**config.mk**
```make
export PLATFORM = sky130hd
export DESIGN_NAME = ppt_top
export DESIGN_NICKNAME = d
export VERILOG_FILES = /design/src/ppt_pkg.sv /design/src/ppt_channel.sv /design/src/ppt_top.sv
export SDC_FILE = /design/constraint.sdc
export NUM_CORES = 1
export LEC_CHECK = 0
export BUFFER_PORTS_ARGS = -buffer_cell sky130_fd_sc_hd__buf_4
export CORE_AREA = 2 2 204 206
export CTS_BUF_LIST = sky130_fd_sc_hd__clkbuf_4 sky130_fd_sc_hd__clkbuf_8
export DETAILED_ROUTE_END_ITERATION = 12
export DIE_AREA = 0 0 206 208
export HOLD_SLACK_MARGIN = 0.06
export PLACE_DENSITY_LB_ADDON = 0.12
export SLEW_MARGIN = 15
export SYNTH_ARGS = -nofsm -noshare
export SYNTH_HDL_FRONTEND = slang
export SYNTH_SLANG_ARGS = --single-unit
export TNS_END_PERCENT = 10
```
**constraint.sdc**
```tcl
create_clock -name clk -period 3.55 [get_ports clk]
set_input_delay 0.5325 -clock clk [delete_from_list [all_inputs] [get_ports clk]]
set_output_delay 0.5325 -clock clk [all_outputs]
set_load 0.02 [all_outputs]
```
**src/ppt_pkg.sv**
```systemverilog
// package: register map, field layout and carriers for the position tracker
package ppt_pkg;
    // ------------------------------------------------------------------
    // channel count and register map (byte addresses)
    // ------------------------------------------------------------------
    localparam int PPT_CH_NUM = 4;
    localparam logic [7:0] PPT_CH_STRIDE = 8'h10;
    localparam logic [3:0] PPT_OFS_POS = 4'h0;
    localparam logic [3:0] PPT_OFS_PRELOAD = 4'h4;
    localparam logic [3:0] PPT_OFS_CTRL = 4'h8;
    localparam logic [7:0] PPT_OFS_INT_STAT = 8'h40;
    localparam logic [7:0] PPT_OFS_INT_MASK = 8'h44;
    localparam logic [7:0] PPT_OFS_DOUT = 8'h48;
    localparam logic [7:0] PPT_OFS_STATE = 8'h4c;
    localparam logic [7:0] PPT_CH_LIMIT = 8'h40;

    // ------------------------------------------------------------------
    // control byte fields
    // ------------------------------------------------------------------
    localparam int PPT_BIT_ESTOP = 7;
    localparam int PPT_BIT_CLEAR = 6;
    localparam int PPT_BIT_LOAD = 4;
    localparam int PPT_BIT_DIR_DIS = 3;

    // ------------------------------------------------------------------
    // interrupt status layout: halts low nibble, rejects high nibble
    // ------------------------------------------------------------------
    localparam int PPT_INT_HALT_LSB = 0;
    localparam int PPT_INT_REJ_LSB = 4;
    localparam int PPT_INT_W = 8;

    // ------------------------------------------------------------------
    // reset values
    // ------------------------------------------------------------------
    localparam logic [31:0] PPT_RST_POS = 32'h0000_0000;
    localparam logic [31:0] PPT_RST_PRELOAD = 32'h0000_0000;
    localparam logic [7:0] PPT_RST_INT_MASK = 8'h00;
    localparam logic [3:0] PPT_RST_DOUT = 4'h0;

    typedef struct packed {
        logic estop;
        logic clear;
        logic load;
        logic dir_dis;
    } ppt_ctrl_s;

    localparam ppt_ctrl_s PPT_RST_CTRL = '{1'b0, 1'b0, 1'b0, 1'b0};

    typedef struct packed {
        logic [PPT_CH_NUM-1:0] pulse;
        logic [PPT_CH_NUM-1:0] dir;
    } ppt_pins_s;
endpackage

```
**src/ppt_channel.sv**
```systemverilog
// one channel: control byte, preload register and position counter
`timescale 1ns/100ps
`default_nettype none
module ppt_channel (
    input wire logic clk,
    input wire logic srst,
    input wire logic ctrl_we,
    input wire logic [7:0] ctrl_wdata,
    input wire logic preload_we,
    input wire logic [31:0] preload_wdata,
    input wire logic halt_cmd,
    input wire logic step_req,
    input wire logic step_dir,
    input wire logic cmd_valid,
    output ppt_pkg::ppt_ctrl_s ctrl,
    output logic [31:0] preload,
    output logic signed [31:0] position,
    output logic step_go,
    output logic cmd_ok,
    output logic cmd_bad
);
    import ppt_pkg::*;

    ppt_ctrl_s next_ctrl;
    logic signed [31:0] next_position;
    logic signed [31:0] step_delta;

    // ------------------------------------------------------------------
    // command gating
    // ------------------------------------------------------------------
    // motion already under way is also frozen while the latch is set
    assign step_go = step_req & ~ctrl.estop;
    assign cmd_ok = cmd_valid & ~ctrl.estop;
    assign cmd_bad = cmd_valid & ctrl.estop;
    assign step_delta = step_dir ? 32'sd1 : -32'sd1;

    // ------------------------------------------------------------------
    // control byte
    // ------------------------------------------------------------------
    always_comb begin
        next_ctrl = ctrl;
        if (ctrl_we) begin
            // reserved bits 0..2 and 5 are simply not stored
            next_ctrl.estop = ctrl_wdata[PPT_BIT_ESTOP];
            next_ctrl.clear = ctrl_wdata[PPT_BIT_CLEAR];
            next_ctrl.load = ctrl_wdata[PPT_BIT_LOAD];
            next_ctrl.dir_dis = ctrl_wdata[PPT_BIT_DIR_DIS];
        end
        // a halt in the same cycle as a software clear still latches
        if (halt_cmd) begin
            next_ctrl.estop = 1'b1;
        end
    end

    // ------------------------------------------------------------------
    // position counter
    // ------------------------------------------------------------------
    always_comb begin
        if (ctrl.clear) begin
            next_position = '0;
        end else if (ctrl.load) begin
            next_position = signed'(preload);
        end else if (step_go) begin
            next_position = position + step_delta;
        end else begin
            next_position = position;
        end
    end

    always_ff @(posedge clk) begin
        if (srst) begin
            ctrl <= PPT_RST_CTRL;
            preload <= PPT_RST_PRELOAD;
            position <= PPT_RST_POS;
        end else begin
            ctrl <= next_ctrl;
            position <= next_position;
            if (preload_we) begin
                preload <= preload_wdata;
            end
        end
    end
endmodule
`default_nettype wire

```
**src/ppt_top.sv**
```systemverilog
// top: apb register file, four tracker channels, pins and interrupt
//
// Notes on behaviour
// - each of four pulse channels owns a control byte and a counter
// - signed 32-bit read-only count, +1 forward pulse, -1 reverse pulse
// - per-channel 32-bit preload register, only used when load asks
// - emergency-stop latch set: channel refuses all positioning commands
// - halt command sets the latch; only software writing 0 clears it
// - clear bit set holds the counter at zero
// - load bit set copies the preload into the counter unless the clear bit is also set
// - direction-disable bit hands the direction pin to plain output
`timescale 1ns/100ps
`default_nettype none
module ppt_top (
    input wire logic clk,
    input wire logic srst,
    input wire logic [7:0] paddr,
    input wire logic psel,
    input wire logic penable,
    input wire logic pwrite,
    input wire logic [31:0] pwdata,
    output logic [31:0] prdata,
    output logic pready,
    output logic pslverr,
    input wire logic [3:0] step_req,
    input wire logic [3:0] step_dir,
    input wire logic [3:0] halt_cmd,
    input wire logic [3:0] pos_cmd_valid,
    output ppt_pkg::ppt_pins_s pins,
    output logic [3:0] pos_cmd_accept,
    output logic [3:0] pos_cmd_reject,
    output logic irq
);
    import ppt_pkg::*;

    // ------------------------------------------------------------------
    // declarations
    // ------------------------------------------------------------------
    ppt_ctrl_s ch_ctrl [PPT_CH_NUM];
    logic [31:0] ch_preload [PPT_CH_NUM];
    logic signed [31:0] ch_position [PPT_CH_NUM];
    logic [3:0] ch_step_go;
    logic [3:0] ch_cmd_ok;
    logic [3:0] ch_cmd_bad;
    logic [3:0] ch_dir_dis;
    logic [3:0] ch_estop;
    logic [3:0] ctrl_we;
    logic [3:0] preload_we;

    logic [PPT_INT_W-1:0] int_stat;
    logic [PPT_INT_W-1:0] int_mask;
    logic [PPT_INT_W-1:0] int_event;
    logic [PPT_INT_W-1:0] next_int_stat;
    logic [3:0] dout;
    logic [3:0] last_dir;
    logic [3:0] next_dir;

    // ------------------------------------------------------------------
    // apb phase decode
    // ------------------------------------------------------------------
    // one wait state: pready is registered so every output is a flop
    logic acc_phase;
    logic acc_first;
    logic wr_fire;
    assign acc_phase = psel & penable;
    assign acc_first = acc_phase & ~pready;
    assign wr_fire = acc_phase & pready & pwrite;

    // ------------------------------------------------------------------
    // address decode
    // ------------------------------------------------------------------
    logic aligned;
    logic ch_space;
    logic [1:0] sel_ch;
    logic [3:0] sel_ofs;
    logic hit_pos;
    logic hit_preload;
    logic hit_ctrl;
    logic hit_stat;
    logic hit_mask;
    logic hit_dout;
    logic hit_state;
    logic hit_any;
    logic wr_ro;

    assign aligned = (paddr[1:0] == 2'b00);
    assign ch_space = (paddr < PPT_CH_LIMIT);
    assign sel_ch = paddr[5:4];
    assign sel_ofs = paddr[3:0];
    assign hit_pos = ch_space & (sel_ofs == PPT_OFS_POS);
    assign hit_preload = ch_space & (sel_ofs == PPT_OFS_PRELOAD);
    assign hit_ctrl = ch_space & (sel_ofs == PPT_OFS_CTRL);
    assign hit_stat = (paddr == PPT_OFS_INT_STAT);
    assign hit_mask = (paddr == PPT_OFS_INT_MASK);
    assign hit_dout = (paddr == PPT_OFS_DOUT);
    assign hit_state = (paddr == PPT_OFS_STATE);
    assign hit_any = hit_pos | hit_preload | hit_ctrl | hit_stat
        | hit_mask | hit_dout | hit_state;
    // counter and state words refuse writes with an error
    assign wr_ro = pwrite & (hit_pos | hit_state);

    // ------------------------------------------------------------------
    // channel instances
    // ------------------------------------------------------------------
    genvar gi;
    generate
        for (gi = 0; gi < PPT_CH_NUM; gi++) begin : g_ch
            assign ctrl_we[gi] = wr_fire & hit_ctrl
                & (sel_ch == 2'(gi));
            assign preload_we[gi] = wr_fire & hit_preload
                & (sel_ch == 2'(gi));
            assign ch_dir_dis[gi] = ch_ctrl[gi].dir_dis;
            assign ch_estop[gi] = ch_ctrl[gi].estop;

            ppt_channel u_channel (
                .clk(clk),
                .srst(srst),
                .ctrl_we(ctrl_we[gi]),
                .ctrl_wdata(pwdata[7:0]),
                .preload_we(preload_we[gi]),
                .preload_wdata(pwdata),
                .halt_cmd(halt_cmd[gi]),
                .step_req(step_req[gi]),
                .step_dir(step_dir[gi]),
                .cmd_valid(pos_cmd_valid[gi]),
                .ctrl(ch_ctrl[gi]),
                .preload(ch_preload[gi]),
                .position(ch_position[gi]),
                .step_go(ch_step_go[gi]),
                .cmd_ok(ch_cmd_ok[gi]),
                .cmd_bad(ch_cmd_bad[gi])
            );
        end
    endgenerate

    // ------------------------------------------------------------------
    // read data selection
    // ------------------------------------------------------------------
    logic [7:0] ctrl_rd;
    logic [31:0] state_rd;
    logic [31:0] rd_data;

    // reserved control bits are wired to zero on the way out
    assign ctrl_rd = {ch_ctrl[sel_ch].estop, ch_ctrl[sel_ch].clear,
        1'b0, ch_ctrl[sel_ch].load, ch_ctrl[sel_ch].dir_dis,
        3'b000};
    assign state_rd = {20'h0_0000, last_dir, ch_dir_dis, ch_estop};
    assign rd_data = hit_pos ? ch_position[sel_ch]
        : hit_preload ? ch_preload[sel_ch]
        : hit_ctrl ? {24'h00_0000, ctrl_rd}
        : hit_stat ? {24'h00_0000, int_stat}
        : hit_mask ? {24'h00_0000, int_mask}
        : hit_dout ? {28'h000_0000, dout}
        : hit_state ? state_rd
        : 32'h0000_0000;

    // ------------------------------------------------------------------
    // apb answer
    // ------------------------------------------------------------------
    logic bad_access;
    assign bad_access = ~aligned | ~hit_any | wr_ro;

    always_ff @(posedge clk) begin
        if (srst) begin
            pready <= 1'b0;
            prdata <= 32'h0000_0000;
            pslverr <= 1'b0;
        end else if (acc_first) begin
            pready <= 1'b1;
            prdata <= (pwrite | bad_access) ? 32'h0000_0000 : rd_data;
            pslverr <= bad_access;
        end else begin
            pready <= 1'b0;
            pslverr <= 1'b0;
        end
    end

    // ------------------------------------------------------------------
    // software registers outside the channels
    // ------------------------------------------------------------------
    logic mask_we;
    logic dout_we;
    logic stat_we;
    logic wr_ok;
    assign wr_ok = wr_fire & aligned & ~wr_ro;
    assign mask_we = wr_ok & hit_mask;
    assign dout_we = wr_ok & hit_dout;
    assign stat_we = wr_ok & hit_stat;

    always_ff @(posedge clk) begin
        if (srst) begin
            int_mask <= PPT_RST_INT_MASK;
            dout <= PPT_RST_DOUT;
        end else begin
            if (mask_we) begin
                int_mask <= pwdata[PPT_INT_W-1:0];
            end
            if (dout_we) begin
                dout <= pwdata[3:0];
            end
        end
    end

    // ------------------------------------------------------------------
    // interrupt status
    // ------------------------------------------------------------------
    // a new event beats a write-one clear in the same cycle
    assign int_event = {ch_cmd_bad, halt_cmd};
    assign next_int_stat = (int_stat
        & ~(stat_we ? pwdata[PPT_INT_W-1:0] : 8'h00)) | int_event;

    always_ff @(posedge clk) begin
        if (srst) begin
            int_stat <= '0;
            irq <= 1'b0;
        end else begin
            int_stat <= next_int_stat;
            irq <= |(next_int_stat & int_mask);
        end
    end

    // ------------------------------------------------------------------
    // pins and command answers
    // ------------------------------------------------------------------
    // direction keeps its last level between pulses so the drive sees
    // a stable setup before the next edge
    assign next_dir = (step_req & step_dir) | (~step_req & last_dir);

    always_ff @(posedge clk) begin
        if (srst) begin
            pins <= '0;
            last_dir <= 4'h0;
            pos_cmd_accept <= 4'h0;
            pos_cmd_reject <= 4'h0;
        end else begin
            last_dir <= next_dir;
            pins.pulse <= ch_step_go;
            // disabled direction output becomes a plain output pin
            pins.dir <= (ch_dir_dis & dout)
                | (~ch_dir_dis & next_dir);
            pos_cmd_accept <= ch_cmd_ok;
            pos_cmd_reject <= ch_cmd_bad;
        end
    end
endmodule
`default_nettype wire

```
==> run_results.csv <==
group,metric,value,unit
synth,yosysWarnings,0,
pwr,ir_drop,251.4,µV
global_routing,use_met2,51.32,%
synth,synth.largest_area_cell,"dfxtp_1",
cells_and_area,drive_gt1_share,15.55,%
critical_path,required,4.09,ns
cells_and_area,design_area,24390,µm²
cells_and_area,multi_input_area,13700,µm²
pwr,p_per_area,437.5,nW/µm²
global_routing,grt_max_degree,105,
die,die_x,206,µm
timing,slew_headroom,25.75,%
synth,ys_async_sr_fraction,0,%
die,core,40550,µm²
global_routing,gr-usage-met3,12.00,%
synth,synth.most_common_cell,"nand2_1",
cells_and_area,syn2layout_area_growth,13.90,%
timing,finalCritPeriodShare,90.48,%
placed_design,place_congestion,0.9897,
timing,finalClockSkew,0.03078,ns
detailed_routing,drc_errors,0,
detailed_routing,first_iter_violations,2820,
synth,syn_nets,2826,
detailed_routing,routed-via-count,21018,
synth,yosys_most_used_dff,"dfxtp_1",
synth,synth_area_leaders,"dfxtp_1, a21oi_1, nand2_1, mux4_2, ha_1",
cts,clk_latency,0.68,ns
outcome,status,"finished clean",
detailed_routing,ant_nets,0,
critical_path,crit_arrival,3.76,ns
cts,clkSlewWorstSetupHoldPaths,0.06,ns
placed_design,dpl_cell_area,23180,µm²
timing,holdWs,0.1204,ns
run,maxCapViolCount,0,
pwr,fin_total_pwr,0.01067,W
synth,seq_area_frac_synth,32.45,%
global_routing,grt_pass1_vias,19626,
global_routing,top_usage_layer,"met1",
die,dieArea,42850,µm²
synth,netlist_area,21410,µm²
global_routing,grt_use_total,36.08,%
die,io_pins,112,
detailed_routing,wl_per_cell,23.58,µm
die,die_y,208,µm
placed_design,port_buffers,111,
cts,postCtsHoldBufs,0,
cts,cts_buffers,59,
synth,synth_commonest_cells,"nand2_1, a21oi_1, dfxtp_1",
critical_path,path_class,"reg2reg",
timing,report.final.hold_viol_count,0,
global_routing,grt.overflow.total,0,
critical_path,crit_path_start_kind,"register",
cts,cts-resized-gates,0,
global_routing,antenna_found_initial,6,
cts,cts_tree,"built",
timing,period_minus_slack,3.212,ns
hold_path,hp-class,"in2reg",
detailed_routing,first_pass_iters,5,
detailed_routing,viasPerCell,6.314,
cells_and_area,seq_area,6947,µm²
synth,synthCells,2641,
cells_and_area,num_antenna_cells,0,
critical_path,cp_max_fo,4,
cells_and_area,fillers,3688,
timing,fmax,0.3113,GHz
die,initial_utilization,52.80,%
placed_design,dpl.hpwl,59990,µm
die,rows,74,
cts,cts_root_buffer,"clkbuf_8",
pwr,power_leakage,9.764,nW
synth,synth_area_per_cell,8.107,µm²
timing,finalSetupTns,0,ns
synth,ys_ff_latch,347,
global_routing,grt_util_met1,51.48,%
cts,cts_setup_buffers,0,
critical_path,end_kind,"register",
cts,cts.sink_count,347,
timing,maxSlewViolCount,0,
cts,h-tree-depth,2,
synth,synth_cell_types,77,
timing,worst_pin_slew,1.111,ns
timing,rsz0062_at_grt,"false",
global_routing,grt_pass1_wl,118000,µm
cells_and_area,layout.nets,2945,
synth,synth_top_area_share,32.45,%
timing,setup_viol,0,
detailed_routing,wl,78510,µm
cts,clockBufferDepth,3,
synth,synth_edf_count,0,
==> report_power, final <==
group | switching (W) | total, W | leakage [nW] | internal, W
sequential | 0.000291 | 0.00436 | 2.82 | 0.00407
combinational | 0.00144 | 0.00256 | 6.31 | 0.00112
clock | 0.00173 | 0.00375 | 0.634 | 0.00202
total | 0.00346 | 0.0107 | 9.76 | 0.00721
==> stage by stage <==
stage | util, % | instances | setup slack, ns
after CTS | 60.13 | 3329 | 0.3526
after global placement | 57.17 | 3231 | -0.03295
after floorplan | - | 2641 | 0.04107
after global routing | 60.14 | 3329 | 0.1065
final | 60.14 | 3329 | 0.3380
after detailed placement | 57.17 | 3231 | -0.2053
==> state kept, by name (all words and copies together) (netlist names) <==
signal / flops
pos_cmd_accept: 4
irq: 1
pins: 8
last_dir: 4
prdata: 32
pslverr: 1
pos_cmd_reject: 4
dout: 4
g_ch.u_channel.preload: 128
pready: 1
g_ch.u_channel.position: 128
int_stat: 8
g_ch.u_channel.ctrl: 16
int_mask: 8
==> worst max-delay path: stages, from the launching register on <==
cell,delay (ns)
dfxtp_1,0.41
fa_1,0.45
a21oi_1,0.22
o211ai_1,0.16
nand2_1,0.11
o21ai_1,0.14
a2111oi_2,0.47
o31ai_1,0.20
a221oi_1,0.40
xor2_1,0.14
a2111oi_2,0.40
==> final cells by class <==
| cell class | count | share of cell area, % |
|---|---|---|
| clock buffers | 88 | 4.633 |
| inverters | 59 | 0.9235 |
| flip-flops and latches | 347 | 28.48 |
| well taps | 532 | 2.729 |
| clock inverters | 10 | 0.2873 |
| repair buffers | 211 | 6.767 |
| multi-input cells | 2082 | 56.17 |
==> cells by family (layout without fill, tap and decap cells) <==
family	Yosys count	count (layout)	share of synthesized area [%]
and+or+nand+nor	855	855	17.41
DFF	347	347	32.45
muxes	142	142	10.97
adders and majority gates	124	124	7.387
AOI/OAI and AO/OA	865	865	24.14
buffers and inverters	212	368	3.723
xor gates and xnor gates	96	96	3.927
==> layout by cell type (no fill, tap or decap), types with 27 or more instances in the layout <==
cell and count:
o21ai_0 170, inv_1 56, a22oi_1 27, mux4_2 72, nand3_1 38, nand2_1 458
mux2i_1 48, clkbuf_8 75, xor2_1 34, xnor2_1 62, a21o_1 36, nor3_1 35
a21oi_1 397, a211oi_1 31, o21a_1 28, nor2_1 185, buf_4 205, dfxtp_1 347
ha_1 120, o211ai_1 33
==> metal layers <==
metal | vias to the layer above | share of wire [%]
met2 | 1082 | 42
met4 | 12 | 2.8
met3 | 140 | 13
met1 | 9994 | 43
li1 | 9790 | -
met5 | - | 0.11
==> final timing paths <==
| kind | startpoint | endpoint | slack (ns) | cells past startpoint |
|---|---|---|---|---|
| min | halt_cmd[1] | int_stat[1] | 0.12 | 3 |
| max reg2reg | g_ch[1].u_channel.position[0] | g_ch[1].u_channel.position[30] | 0.34 | 10 |
| min reg2reg | g_ch[1].u_channel.preload[29] | g_ch[1].u_channel.preload[29] | 0.47 | 2 |
| max | g_ch[1].u_channel.position[0] | g_ch[1].u_channel.position[30] | 0.34 | 10 |
(Power assumes the default switching activity.)
